$ cat config.mk
export PLATFORM = sky130hd
export DESIGN_NAME = hwlc_bank
export DESIGN_NICKNAME = d
export VERILOG_FILES = /design/src/common/hwlc_pkg.sv /design/src/logic/hwlc_bank.sv
export SDC_FILE = /design/constraint.sdc
export NUM_CORES = 1
export LEC_CHECK = 0
export BUFFER_PORTS_ARGS = -buffer_cell sky130_fd_sc_hd__buf_2
export CAP_MARGIN = 20
export CORE_ASPECT_RATIO = 1.2
export CORE_MARGIN = 1
export CORE_UTILIZATION = 30
export DETAILED_ROUTE_END_ITERATION = 8
export PLACE_DENSITY = 0.44
export SLEW_MARGIN = 20
export SYNTH_ARGS = -nofsm -noshare
export SYNTH_HDL_FRONTEND = slang
export SYNTH_SLANG_ARGS = --single-unit
$ cat constraint.sdc
create_clock -name clk_in -period 19.7 [get_ports clk_in]
set_input_delay 3.94 -clock clk_in [delete_from_list [all_inputs] [get_ports clk_in]]
set_output_delay 3.94 -clock clk_in [all_outputs]
set_load 0.01 [all_outputs]
$ cat src/common/hwlc_pkg.sv
// constants, codes and carrier types of the hot water and limit settings bank
// ----------------------------------------------------------------------------
// ----------------------------------------------------------------------------
package hwlc_pkg;
    localparam int unsigned NREG = 32;
    localparam logic [15:0] BANK_BASE = 16'h01c0;
    // reserved words 0x1cc..0x1cf hold no storage
    localparam logic [NREG-1:0] MAP_MASK = 32'hffff_0fff;
    localparam logic [15:0] RST_VAL = 16'h0000;

    localparam logic [15:0] A_HW_EN = 16'h01c0;
    localparam logic [15:0] A_HW_SRC = 16'h01c1;
    localparam logic [15:0] A_HW_PRI_HEAT = 16'h01c2;
    localparam logic [15:0] A_HW_PRI_SEQ = 16'h01c3;
    localparam logic [15:0] A_HW_PRI_MIN = 16'h01c4;
    localparam logic [15:0] A_HW_SP = 16'h01c5;
    localparam logic [15:0] A_HW_SCHED_SP = 16'h01c6;
    localparam logic [15:0] A_HW_ON_HYST = 16'h01c7;
    localparam logic [15:0] A_HW_OFF_HYST = 16'h01c8;
    localparam logic [15:0] A_HW_PGAIN = 16'h01c9;
    localparam logic [15:0] A_HW_IGAIN = 16'h01ca;
    localparam logic [15:0] A_HW_DGAIN = 16'h01cb;
    localparam logic [15:0] A_OUT_SP = 16'h01d0;
    localparam logic [15:0] A_OUT_ACT = 16'h01d1;
    localparam logic [15:0] A_FLUE_EN = 16'h01d2;
    localparam logic [15:0] A_FLUE_SP = 16'h01d3;
    localparam logic [15:0] A_FLUE_ACT = 16'h01d4;
    localparam logic [15:0] A_FLUE_DLY = 16'h01d5;
    localparam logic [15:0] A_DT_EN = 16'h01d6;
    localparam logic [15:0] A_DT_THR = 16'h01d7;
    localparam logic [15:0] A_DT_ACT = 16'h01d8;
    localparam logic [15:0] A_DT_DLY = 16'h01d9;
    localparam logic [15:0] A_HWL_EN = 16'h01da;
    localparam logic [15:0] A_HWL_SP = 16'h01db;
    localparam logic [15:0] A_HWL_ACT = 16'h01dc;
    localparam logic [15:0] A_HEAT_RAMP_EN = 16'h01dd;
    localparam logic [15:0] A_HW_RAMP_EN = 16'h01de;
    localparam logic [15:0] A_RAMP_RATE = 16'h01df;

    localparam logic [15:0] CODE_OFF = 16'h0000;
    localparam logic [15:0] CODE_ON = 16'h0001;
    localparam logic [15:0] CODE_LOCKOUT = 16'h0000;
    localparam logic [15:0] CODE_OUT_HOLD = 16'h0001;
    localparam logic [15:0] CODE_DELAY = 16'h0002;
    localparam logic [15:0] CODE_HWL_HOLD = 16'h0002;
    localparam logic [15:0] CODE_HWL_SUSPEND = 16'h0003;
    localparam logic [15:0] NOT_CONFIGURED = 16'hffff;
    localparam logic [15:0] DELAY_MAX_S = 16'h0258;
    localparam logic signed [15:0] TEMP_MIN = 16'shfe70;
    localparam logic signed [15:0] TEMP_MAX = 16'sh0514;
    localparam logic signed [15:0] DIFF_MIN = 16'sh0000;

    typedef enum logic [1:0] {
        SRC_SENSOR = 2'h0,
        SRC_SENSOR_STAT = 2'h1,
        SRC_SWITCH_INLET = 2'h2,
        SRC_SWITCH_OUTLET = 2'h3
    } hwlc_src_e;

    typedef enum logic [1:0] {
        ACT_LOCKOUT = 2'h0,
        ACT_RECYCLE_HOLD = 2'h1,
        ACT_RECYCLE_DELAY = 2'h2,
        ACT_SUSPEND_HW = 2'h3
    } hwlc_act_e;

    typedef struct packed {
        logic [15:0] addr;
        logic wr;
        logic rd;
        logic [15:0] wdata;
    } hwlc_req_s;

    typedef struct packed {
        logic hw_enable;
        hwlc_src_e hw_source;
        logic hw_over_heat;
        logic hw_over_sequencer;
        logic hw_priority_timed;
        logic [15:0] hw_priority_minutes;
        logic [15:0] hw_active_setpoint;
        logic [15:0] hw_on_hyst;
        logic [15:0] hw_off_hyst;
        logic [15:0] hw_pgain;
        logic [15:0] hw_igain;
        logic [15:0] hw_dgain;
        logic [15:0] outlet_setpoint;
        hwlc_act_e outlet_action;
        logic flue_enable;
        logic [15:0] flue_setpoint;
        hwlc_act_e flue_action;
        logic [15:0] flue_delay;
        logic diff_enable;
        logic [15:0] diff_threshold;
        hwlc_act_e diff_action;
        logic [15:0] diff_delay;
        logic diff_delay_set;
        logic hwl_enable;
        logic [15:0] hwl_setpoint;
        hwlc_act_e hwl_action;
        logic heat_ramp_enable;
        logic hw_ramp_enable;
        logic [15:0] ramp_rate;
    } hwlc_cfg_s;

    typedef struct packed {
        logic temp_range;
        logic delay_range;
        logic bad_code;
    } hwlc_fault_s;

    function automatic logic [4:0] idx(input logic [15:0] a);
        return 5'(a - BANK_BASE);
    endfunction
endpackage

$ cat src/logic/hwlc_bank.sv
// hot water and limit settings bank behind the serial register protocol
`timescale 1ns/1ns
module hwlc_bank (
    input wire logic clk_in,
    input wire logic arst_n_in,
    input wire hwlc_pkg::hwlc_req_s req_in,
    input wire logic schedule_switch_in,
    output logic [15:0] rdata_out,
    output logic ack_out,
    output logic hit_out,
    output hwlc_pkg::hwlc_cfg_s cfg_out,
    output hwlc_pkg::hwlc_fault_s fault_out
);
    import hwlc_pkg::*;

    // ------------------------------------------------------------------------
    // reset release and switch synchroniser
    // ------------------------------------------------------------------------
    logic rst_s1_r;
    logic rst_n_r;
    logic sw_s1_r;
    logic sw_s2_r;
    logic sw_s3_r;
    logic sched_r;
    logic sched_nxt;

    always_ff @(posedge clk_in or negedge arst_n_in) begin
        if (!arst_n_in) begin
            rst_s1_r <= 1'b0;
            rst_n_r <= 1'b0;
        end else begin
            rst_s1_r <= 1'b1;
            rst_n_r <= rst_s1_r;
        end
    end

    // switch only counts once stages two and three agree, filtering a bounce
    assign sched_nxt = (sw_s2_r == sw_s3_r) ? sw_s3_r : sched_r;

    always_ff @(posedge clk_in or negedge rst_n_r) begin
        if (!rst_n_r) begin
            sw_s1_r <= 1'b0;
            sw_s2_r <= 1'b0;
            sw_s3_r <= 1'b0;
            sched_r <= 1'b0;
        end else begin
            sw_s1_r <= schedule_switch_in;
            sw_s2_r <= sw_s1_r;
            sw_s3_r <= sw_s2_r;
            sched_r <= sched_nxt;
        end
    end

    // ------------------------------------------------------------------------
    // decode and storage
    // ------------------------------------------------------------------------
    logic [15:0] mem_r [NREG];
    logic [15:0] rdata_r;
    logic [15:0] rdata_nxt;
    logic ack_r;
    logic in_bank;
    logic [4:0] sel;
    logic mapped;
    logic wr_hit;

    assign in_bank = (req_in.addr[15:5] == BANK_BASE[15:5]);
    assign sel = idx(req_in.addr);
    assign mapped = in_bank && MAP_MASK[sel];
    assign wr_hit = req_in.wr && mapped;
    // reserved and foreign addresses answer zero
    assign rdata_nxt = (req_in.rd && mapped) ? mem_r[sel] : 16'h0000;

    generate
        for (genvar g = 0; g < NREG; g++) begin : g_word
            if (MAP_MASK[g]) begin : g_store
                always_ff @(posedge clk_in or negedge rst_n_r) begin
                    if (!rst_n_r) begin
                        mem_r[g] <= RST_VAL;
                    end else if (wr_hit && sel == 5'(g)) begin
                        mem_r[g] <= req_in.wdata;
                    end
                end
            end else begin : g_hole
                assign mem_r[g] = 16'h0000;
            end
        end
    endgenerate

    always_ff @(posedge clk_in or negedge rst_n_r) begin
        if (!rst_n_r) begin
            rdata_r <= 16'h0000;
            ack_r <= 1'b0;
        end else begin
            rdata_r <= rdata_nxt;
            ack_r <= req_in.rd;
        end
    end

    assign rdata_out = rdata_r;
    assign ack_out = ack_r;
    assign hit_out = mapped;

    // ------------------------------------------------------------------------
    // settings presented to the control algorithms
    // ------------------------------------------------------------------------
    hwlc_cfg_s cfg;
    logic [15:0] out_act_w;
    logic [15:0] flue_act_w;
    logic [15:0] dt_act_w;
    logic [15:0] hwl_act_w;

    assign out_act_w = mem_r[idx(A_OUT_ACT)];
    assign flue_act_w = mem_r[idx(A_FLUE_ACT)];
    assign dt_act_w = mem_r[idx(A_DT_ACT)];
    assign hwl_act_w = mem_r[idx(A_HWL_ACT)];

    // decoding is combinational on stored words so a write acts next cycle
    assign cfg.hw_enable = (mem_r[idx(A_HW_EN)] == CODE_ON);
    assign cfg.hw_source = hwlc_src_e'(mem_r[idx(A_HW_SRC)][1:0]);
    assign cfg.hw_over_heat = (mem_r[idx(A_HW_PRI_HEAT)] == CODE_ON);
    assign cfg.hw_over_sequencer = (mem_r[idx(A_HW_PRI_SEQ)] == CODE_ON);
    assign cfg.hw_priority_timed = (mem_r[idx(A_HW_PRI_MIN)] != CODE_OFF);
    assign cfg.hw_priority_minutes = mem_r[idx(A_HW_PRI_MIN)];
    assign cfg.hw_active_setpoint = sched_r ? mem_r[idx(A_HW_SCHED_SP)]
                                            : mem_r[idx(A_HW_SP)];
    assign cfg.hw_on_hyst = mem_r[idx(A_HW_ON_HYST)];
    assign cfg.hw_off_hyst = mem_r[idx(A_HW_OFF_HYST)];
    assign cfg.hw_pgain = mem_r[idx(A_HW_PGAIN)];
    assign cfg.hw_igain = mem_r[idx(A_HW_IGAIN)];
    assign cfg.hw_dgain = mem_r[idx(A_HW_DGAIN)];
    assign cfg.outlet_setpoint = mem_r[idx(A_OUT_SP)];
    // any code not documented falls back to lockout, the safe side
    assign cfg.outlet_action = (out_act_w == CODE_OUT_HOLD) ? ACT_RECYCLE_HOLD
                                                            : ACT_LOCKOUT;
    assign cfg.flue_enable = (mem_r[idx(A_FLUE_EN)] == CODE_ON);
    assign cfg.flue_setpoint = mem_r[idx(A_FLUE_SP)];
    assign cfg.flue_action = (flue_act_w == CODE_DELAY) ? ACT_RECYCLE_DELAY
                                                        : ACT_LOCKOUT;
    assign cfg.flue_delay = mem_r[idx(A_FLUE_DLY)];
    assign cfg.diff_enable = (mem_r[idx(A_DT_EN)] == CODE_ON);
    assign cfg.diff_threshold = mem_r[idx(A_DT_THR)];
    assign cfg.diff_action = (dt_act_w == CODE_DELAY) ? ACT_RECYCLE_DELAY
                                                      : ACT_LOCKOUT;
    assign cfg.diff_delay = mem_r[idx(A_DT_DLY)];
    assign cfg.diff_delay_set = (mem_r[idx(A_DT_DLY)] != NOT_CONFIGURED);
    assign cfg.hwl_enable = (mem_r[idx(A_HWL_EN)] == CODE_ON);
    assign cfg.hwl_setpoint = mem_r[idx(A_HWL_SP)];
    assign cfg.hwl_action = (hwl_act_w == CODE_HWL_HOLD) ? ACT_RECYCLE_HOLD :
                            (hwl_act_w == CODE_HWL_SUSPEND) ? ACT_SUSPEND_HW :
                            ACT_LOCKOUT;
    assign cfg.heat_ramp_enable = (mem_r[idx(A_HEAT_RAMP_EN)] == CODE_ON);
    assign cfg.hw_ramp_enable = (mem_r[idx(A_HW_RAMP_EN)] == CODE_ON);
    // rate per minute; fan rpm or firing percent is the user's choice
    assign cfg.ramp_rate = mem_r[idx(A_RAMP_RATE)];

    assign cfg_out = cfg;

    // ------------------------------------------------------------------------
    // plausibility flags; values are kept as written, only flagged
    // ------------------------------------------------------------------------
    function automatic logic out_of(input logic [15:0] v, input logic signed [15:0] lo);
        return ($signed(v) < lo) || ($signed(v) > TEMP_MAX);
    endfunction

    logic temp_bad;
    logic delay_bad;
    logic code_bad;

    assign temp_bad = out_of(mem_r[idx(A_HW_SP)], TEMP_MIN)
                   || out_of(mem_r[idx(A_HW_SCHED_SP)], TEMP_MIN)
                   || out_of(mem_r[idx(A_HW_ON_HYST)], TEMP_MIN)
                   || out_of(mem_r[idx(A_HW_OFF_HYST)], TEMP_MIN)
                   || out_of(mem_r[idx(A_OUT_SP)], TEMP_MIN)
                   || out_of(mem_r[idx(A_FLUE_SP)], TEMP_MIN)
                   || out_of(mem_r[idx(A_HWL_SP)], TEMP_MIN)
                   || out_of(mem_r[idx(A_DT_THR)], DIFF_MIN);
    assign delay_bad = (mem_r[idx(A_FLUE_DLY)] > DELAY_MAX_S)
                    || (cfg.diff_delay_set
                        && mem_r[idx(A_DT_DLY)] > DELAY_MAX_S);
    assign code_bad = (out_act_w != CODE_LOCKOUT && out_act_w != CODE_OUT_HOLD)
                   || (flue_act_w != CODE_LOCKOUT && flue_act_w != CODE_DELAY)
                   || (dt_act_w != CODE_LOCKOUT && dt_act_w != CODE_DELAY)
                   || (hwl_act_w != CODE_LOCKOUT && hwl_act_w != CODE_HWL_HOLD
                       && hwl_act_w != CODE_HWL_SUSPEND)
                   || (mem_r[idx(A_HW_SRC)][15:2] != 14'h0000);

    assign fault_out.temp_range = temp_bad;
    assign fault_out.delay_range = delay_bad;
    assign fault_out.bad_code = code_bad;
endmodule

Word level (Yosys, flattened, before mapping)
Memories as Yosys holds them, arrays and structs flattened.
Index checks and enable logic that the tools add are counted.
- memories: 1
- bits in registers: 471
- memory bits (read-only): 32
- word-level logic and storage cells: 182
- memory list (memory ; words ; bits a word ; rd ports ; clocked after Yosys merged registers in ; write ports ; line ; text):
    (no name shown) ; 32 ; 1 ; 1 ; 0 ; 0 ; hwlc_bank.sv:68 ; assign mapped = in_bank && MAP_MASK[sel];
- bitwise operators: 1
- $lt $le $gt $ge: 20
- mux-type cells: 11
- reductions and logical operators: 64
- equal/unequal tests: 48
- add/sub/neg operators: 1
- operator list (cell ; count):
    16-bit by 1-bit equality test with 1-bit output (second input constant) ; 9
    16-bit by 12-bit > comparator with 1-bit output (second input constant) ; 8
    16-bit by 10-bit less-than comparator with 1-bit output (second input constant) ; 7
    16-bit binary-select mux with 5-bit select ; 1
    5-bit equality test (second input constant) ; 16
    16-bit nonzero test ; 5
    16-bit by 2-bit equality test with 1-bit output (second input constant) ; 4
    16-bit 2-to-1 mux ; 4
    16-bit by 2-bit != test with 1-bit output (second input constant) ; 4
    1-bit logical AND ; 37
    16-bit by 10-bit > comparator with 1-bit output (second input constant) ; 2
    5-bit by 3-bit equality test with 1-bit output (second input constant) ; 4
    5-bit by 4-bit equality test with 1-bit output (second input constant) ; 4
    1-bit logical OR ; 20
    16-bit by 1-bit less-than comparator with 1-bit output (second input constant) ; 1
    16-bit by 1-bit != test with 1-bit output (second input constant) ; 1
    16-bit != test (second input constant) ; 1
    14-bit nonzero test ; 1
    11-bit by 4-bit equality test with 1-bit output (second input constant) ; 1
    5-bit by 2-bit equality test with 1-bit output (second input constant) ; 2
    2-bit 2-to-1 mux ; 4
    6-bit >= comparator (second input constant) ; 1
    5-bit by 6-bit less-than comparator with 1-bit output (second input constant) ; 1
    5-bit NOT with 6-bit output ; 1
    other kinds (5) ; 6

Longest topological paths before layout
Gate-level depths: netlist of run 1.
- depth after elaboration: 9
- mapped depth: 9

Worst setup path before layout of run 1
No wires, ideal clock.
- path kind: input to output
- from: input port req_in[20] in the netlist's numbering
- to: output port hit_out
- arrival: 4.597 ns
- data required time: 15.760 ns
- buffers on the path: 1
- path slack: 11.163 ns
- stages on the path: 3
- cells stage by stage: clkbuf_1 nand2_1 o2111a_1
- cells in the longest elaborated chain, start to end: 4
- RTL lines (element ; line ; text):
    start, declared ; hwlc_bank.sv:6 ; input wire hwlc_pkg::hwlc_req_s req_in,
    5-bit by 1-bit subtractor with 5-bit output ; hwlc_pkg.sv:113 ; return 5'(a - BANK_BASE);
    memory read 32 x 1 bit ; -- ;
    1-bit 2-to-1 mux (not written as such) ; hwlc_bank.sv:68 ;
    1-bit logical AND ; hwlc_bank.sv:68 ;
    end, declared ; hwlc_bank.sv:10 ; output logic hit_out,
No other way between the ends. The select of a mux whose other input is x is not followed.

Worst setup path after layout of run 1
- from: input port req_in[21] in the netlist's numbering
- to: output port hit_out
The elaborated chain is that of the path after synthesis.

==> results of run 1 <==
per-layer routing:
metal	wire length (um)	track usage, %	vias up
met5	8	0	-
met4	2540	6.34	2
met3	3750	2.84	92
met2	45600	38.0	407
met1	34700	26.6	8227
li1	-	-	6328
cells in the mapped netlist, drive strengths merged, types with 8 or more instances:
library cell / instances
nand4: 19
mux2i: 32
nor3: 18
nor4b: 8
nor2: 33
mux4: 128
nor4: 53
nand2: 43
mux2: 464
o21ai: 31
dfrtp: 471
and4: 11
or4: 8
clkbuf: 58
buf: 282
metrics by stage:
| stage | worst slack [ns] | instance area [um2] |
|---|---|---|
| floorplan | 5.60 | 24100 |
| global placement | 10.62 | 25000 |
| detailed placement | 10.60 | 25000 |
| CTS | 10.60 | 26700 |
| global route | 10.55 | 26800 |
| finish | 10.62 | 26800 |
worst max-delay path by stage:
| stage | startpoint | endpoint | slack (ns) |
|---|---|---|---|
| 3_5_place_dp | req_in[21] | hit_out | 10.60 |
| 3_3_place_gp | req_in[21] | hit_out | 10.62 |
| 2_1_floorplan | rst_n_r$_DFF_PN0_ | ack_out$_DFF_PN0_ | 5.60 |
| 5_1_grt | req_in[21] | hit_out | 10.55 |
| 4_1_cts | req_in[21] | hit_out | 10.60 |
| 6_report | req_in[21] | hit_out | 10.62 |
flip-flops by register name (all words and copies together), names as in the netlist, 16 cells and up:
signal	count
flue_act_w	16
rdata_out	16
out_act_w	16
dt_act_w	16
cfg_out	210
hwl_act_w	16
mem_r	174
kinds of logic after synthesis:
logic type / after synthesis / share of synthesized area, %
AND/OR/NAND/NOR: 219 / 5.30
multiplexers: 624 / 34.9
other: 2 / 0.0311
flip-flops: 471 / 48.8
buffers and inverters: 345 / 8.96
adder cells (fa/ha/maj): 1 / 0.0415
AO/OA/AOI/OAI: 69 / 1.89
layout make-up:
type	instances	area, um2
fillers	7875	52600
flip-flops and latches	471	11800
multi-input cells	917	10200
repair buffers	318	1690
clock buffers	78	1590
well taps	1035	1290
clock inverters	19	194
inverters	5	18.8
diodes	1	2.50
worst max-delay path, stage by stage:
cell      delay [ns]
buf_2           0.07
buf_4           0.54
nand2_1         0.15
o2111a_1        0.28
buf_2           0.15
report_power, final:
| group | internal [uW] | leakage (uW) | switching [uW] |
|---|---|---|---|
| combinational | 19.4 | 0.00592 | 64.4 |
| sequential | 969 | 0.00657 | 3.90 |
| clock | 598 | 0.000886 | 424 |
==> results.yml, run 1 <==
global_routing:
  track_usage_pct: 21.3
  grt_antenna_before_repair: 2
  grt_pass1_vias: 15937
  grt-ovfl-total: 0
  grt_pass1_wl_um: 124000
  grt_max_degree: 173
floorplanning:
  rows: 113
  die_x_um: 261
  start_util_pct: 30.4
  core_mm2: 0.0793
  ioPinCount: 302
  dieArea_mm2: 0.0816
  die_h_um: 313
worst_setup_path:
  rrSetupSlack_ns: 16.19
  timing.rr.start: "rst_n_r$_DFF_PN0_"
  cp-start-kind: "input pin"
  rr_worst_depth: 4
  critical_path_arrival_ns: 5.14
  required_ns: 15.76
  end_kind: "output pin"
  path_max_fanout: 41
  rr_endpoint: "cfg_out[226]$_DFFE_PN0P_"
  path_class: "in2out"
logic_synthesis:
  synth_top_area_share_pct: 48.8
  ys.flop_type: "dfrtp_1"
  synthesis.area_mm2: 0.0241
  ys_ff_latch: 471
  async_flop_share_pct: 100
  yosys.cell_types.count: 51
  synth_area_per_cell_um2: 13.9
  synthCells: 1731
  ys_warn_count: 0
  synth_edf_count: 0
  netlist_top_cells_area: "dfrtp_1 (49%), mux2_2 (22%), mux4_2 (12%)"
  yosys.area.top_type: "dfrtp_1"
  yosysSeqAreaShare_pct: 48.8
drt:
  drc: 34
  drt_iter0_drc: 925
  viasPerCell: 5.29
  vias: 15056
  wl_per_cell_um: 30.5
  firstDrtPassIters: 8
  wirelength_um: 86600
  antenna_left: 0
clock_network:
  cts_tree: "built"
  cts_setup_buffers: 0
  clk_pin_slew_ns: 0.06
  clk_latency_ns: 0.63
  root_buffer: "clkbuf_16"
  cts.htree.levels: 2
  clockBufferDepth: 3
  cts_buffers: 54
  postCtsHoldBufs: 0
  cts.sinks: 471
  cts_resized: 0
sta:
  slew_headroom_pct: 27.8
  fmax_mhz: 110
  slew_viol_final: 0
  skew_ns: 0.0306
  hold_viol_final: 0
  holdWs_ns: 0.341
  tightest_slew_ns: 1.08
  fin_crit_ns: 9.08
  finalCritPeriodShare_pct: 46.1
  setup_tns_ns: 0
  grt_setup_unrepaired: "no"
  setup_viol_count_final: 0
pwr:
  p_leak_uw: 0.0134
  p_per_area_mw_per_mm2: 77.6
  vdd_drop_max_mv: 0.0585
  power_uw: 2080
cells_and_area:
  fin_util_pct: 33.7
  final_cell_mix: "dfrtp_1 (470), mux2_2 (464), buf_2 (296), mux4_2 (128), clkbuf_16 (54)"
  layout.nets: 1804
  area_growth_pct: 10.9
  drive_gt1_share_pct: 56.0
  fin_cells: 2844
  final_common_cell: "dfrtp_1"
placed_design:
  port-buffer-count: 298
  dp_hpwl_um: 62400
  dp_cells: 2745
  gp_congestion: 0.816
run:
  maxCapViolCount: 0
hold_path:
  hold_class: "reg2async"
status:
  status: "finished with violations"
  violations: "DRC"
Power figures use the tool's default switching activity.
==> run 2, diff against run 1 <==
Settings changed: PLACE_DENSITY 0.44 to 0.45.
Clock period 19.7 ns to 8.35 ns, I/O delays scaled along.
==> run 2 against run 1 <==
Hold slack lost 0.10 ns; global-route usage grew 0.11 points; via count shrank 0.52%; the flow still finishes with violations (DRC); flip-flop and latch count is the same; first-iteration DRC count shrank 0.32%; combinational power grew 140%; total power grew 130%; worst setup slack lost 7.3 ns; routed wire length grew 0.62%; final area shrank 0.16%.
==> results.yml, run 2 (synthesis gave the netlist of run 1 again) <==
sta:
  slew_viol_final: 0
  grt_setup_unrepaired: "no"
  finalCritPeriodShare_pct: 60.8
  skew_ns: 0.0324
  slew_headroom_pct: 29.7
  tightest_slew_ns: 1.05
  fin_crit_ns: 5.08
  hold_viol_final: 0
  setup_tns_ns: 0
  holdWs_ns: 0.237
  fmax_mhz: 197
  setup_viol_count_final: 0
clock_network:
  root_buffer: "clkbuf_16"
  cts_tree: "built"
  cts_resized: 0
  cts_buffers: 54
  cts.sinks: 471
  cts.htree.levels: 2
  clk_latency_ns: 0.62
  clockBufferDepth: 3
  postCtsHoldBufs: 0
  clk_pin_slew_ns: 0.06
  cts_setup_buffers: 0
worst_setup_path:
  slowest_delay_ns: 0.57
  rr_worst_depth: 4
  timing.rr.start: "cfg_out[125]$_DFFE_PN0P_"
  crit_chain: "or4_1, or2_2, o221ai_1, o211ai_1, or4_1, buf_2"
  required_ns: 6.68
  critical-path-slowest-cell: "or4_1"
  cp_top_family: "simple AND/OR/NAND/NOR gates"
  cpMostUsedCell: "or4_1"
  startpoint: "cfg_out[188]$_DFFE_PN0P_"
  cp-start-kind: "register"
  path_buf_inv: 1
  rr_endpoint: "rdata_out[15]$_DFF_PN0_"
  path_max_fanout: 5
  path_class: "reg2out"
  critical_path_arrival_ns: 3.41
  rrSetupSlack_ns: 6.27
  end_kind: "output pin"
floorplanning:
  die_h_um: 313
  core_mm2: 0.0793
  rows: 113
  ioPinCount: 302
  start_util_pct: 30.4
  die_x_um: 261
  dieArea_mm2: 0.0816
cells_and_area:
  fillers: 7813
  antenna_cells: 0
  seq_area_mm2: 0.0118
  drive_gt1_share_pct: 55.7
  layout.nets: 1800
  final_common_cell: "dfrtp_1"
  final_cell_mix: "dfrtp_1 (470), mux2_2 (464), buf_2 (296), mux4_2 (128), clkbuf_16 (55)"
  largest_reg_flops: 210
  area_growth_pct: 10.8
  multi_input_comb_area_mm2: 0.0102
global_routing:
  track_usage_pct: 21.4
  grt-ovfl-total: 0
  grt_pass1_vias: 15958
  grt_antenna_before_repair: 1
  grt_max_degree: 165
  grt_pass1_wl_um: 124000
drt:
  vias: 14978
  antenna_left: 0
  drc: 18
  viasPerCell: 5.28
  wirelength_um: 87200
  wl_per_cell_um: 30.7
  drt_iter0_drc: 922
  firstDrtPassIters: 6
placed_design:
  gp_congestion: 0.835
  dp_hpwl_um: 62300
  port-buffer-count: 298
hold_path:
  hold_class: "reg2async"
pwr:
  p_per_area_mw_per_mm2: 182
  vdd_drop_max_mv: 0.140
  power_uw: 4870
  p_leak_uw: 0.0133
run:
  maxCapViolCount: 0
status:
  violations: "DRC"
  status: "finished with violations"
[run 2: through the flow]
stage,instance area [um2],worst slack (ns),cells,utilization [%]
detailed placement,24900,3.36,2741,31.4
global route,26700,3.14,2839,33.7
floorplan,24100,0.676,1733,-
CTS,26700,3.13,2838,33.7
global placement,24900,3.42,2741,31.4
finish,26700,3.27,2839,33.7
[run 2: final cells by class]
type	count	area share, %
well taps	1035	4.85
flip-flops and latches	471	44.1
multi-input cells	917	38.2
repair buffers	314	6.25
clock buffers	84	6.04
clock inverters	13	0.524
inverters	5	0.0702
[run 2: worst reg2reg max path, delay by kind of cell, from the launching register on]
kind / cells / cell delay [ns]
flops: 1 / 0.48
mux: 3 / 1.35
simple gates: 1 / 0.09
[run 2: worst max-delay path by stage]
stage	to	slack [ns]	cells after the start
final	fault_out[2]	3.27	6
after global routing	fault_out[2]	3.14	6
after CTS	fault_out[2]	3.13	6
after detailed placement	cfg_out[197]$_DFFE_PN0P_	3.36	7
after global placement	cfg_out[195]$_DFFE_PN0P_	3.42	7
after floorplan	ack_out$_DFF_PN0_	0.68	0
[run 2: power breakdown]
part           leakage, uW  total (uW)  switching (uW)  internal [uW]
logic              0.00590         203             157           46.3
clock network     0.000864        2380             991           1380
registers          0.00657        2290            7.32           2290
[run 2: per-layer routing]
metal / up-vias / GRT usage [%] / share of wire [%]
met5: - / 0 / 0
met3: 110 / 3.39 / 4.6
li1: 6314 / - / -
met4: 0 / 6.90 / 3.3
met1: 8152 / 26.6 / 40
met2: 402 / 37.7 / 52
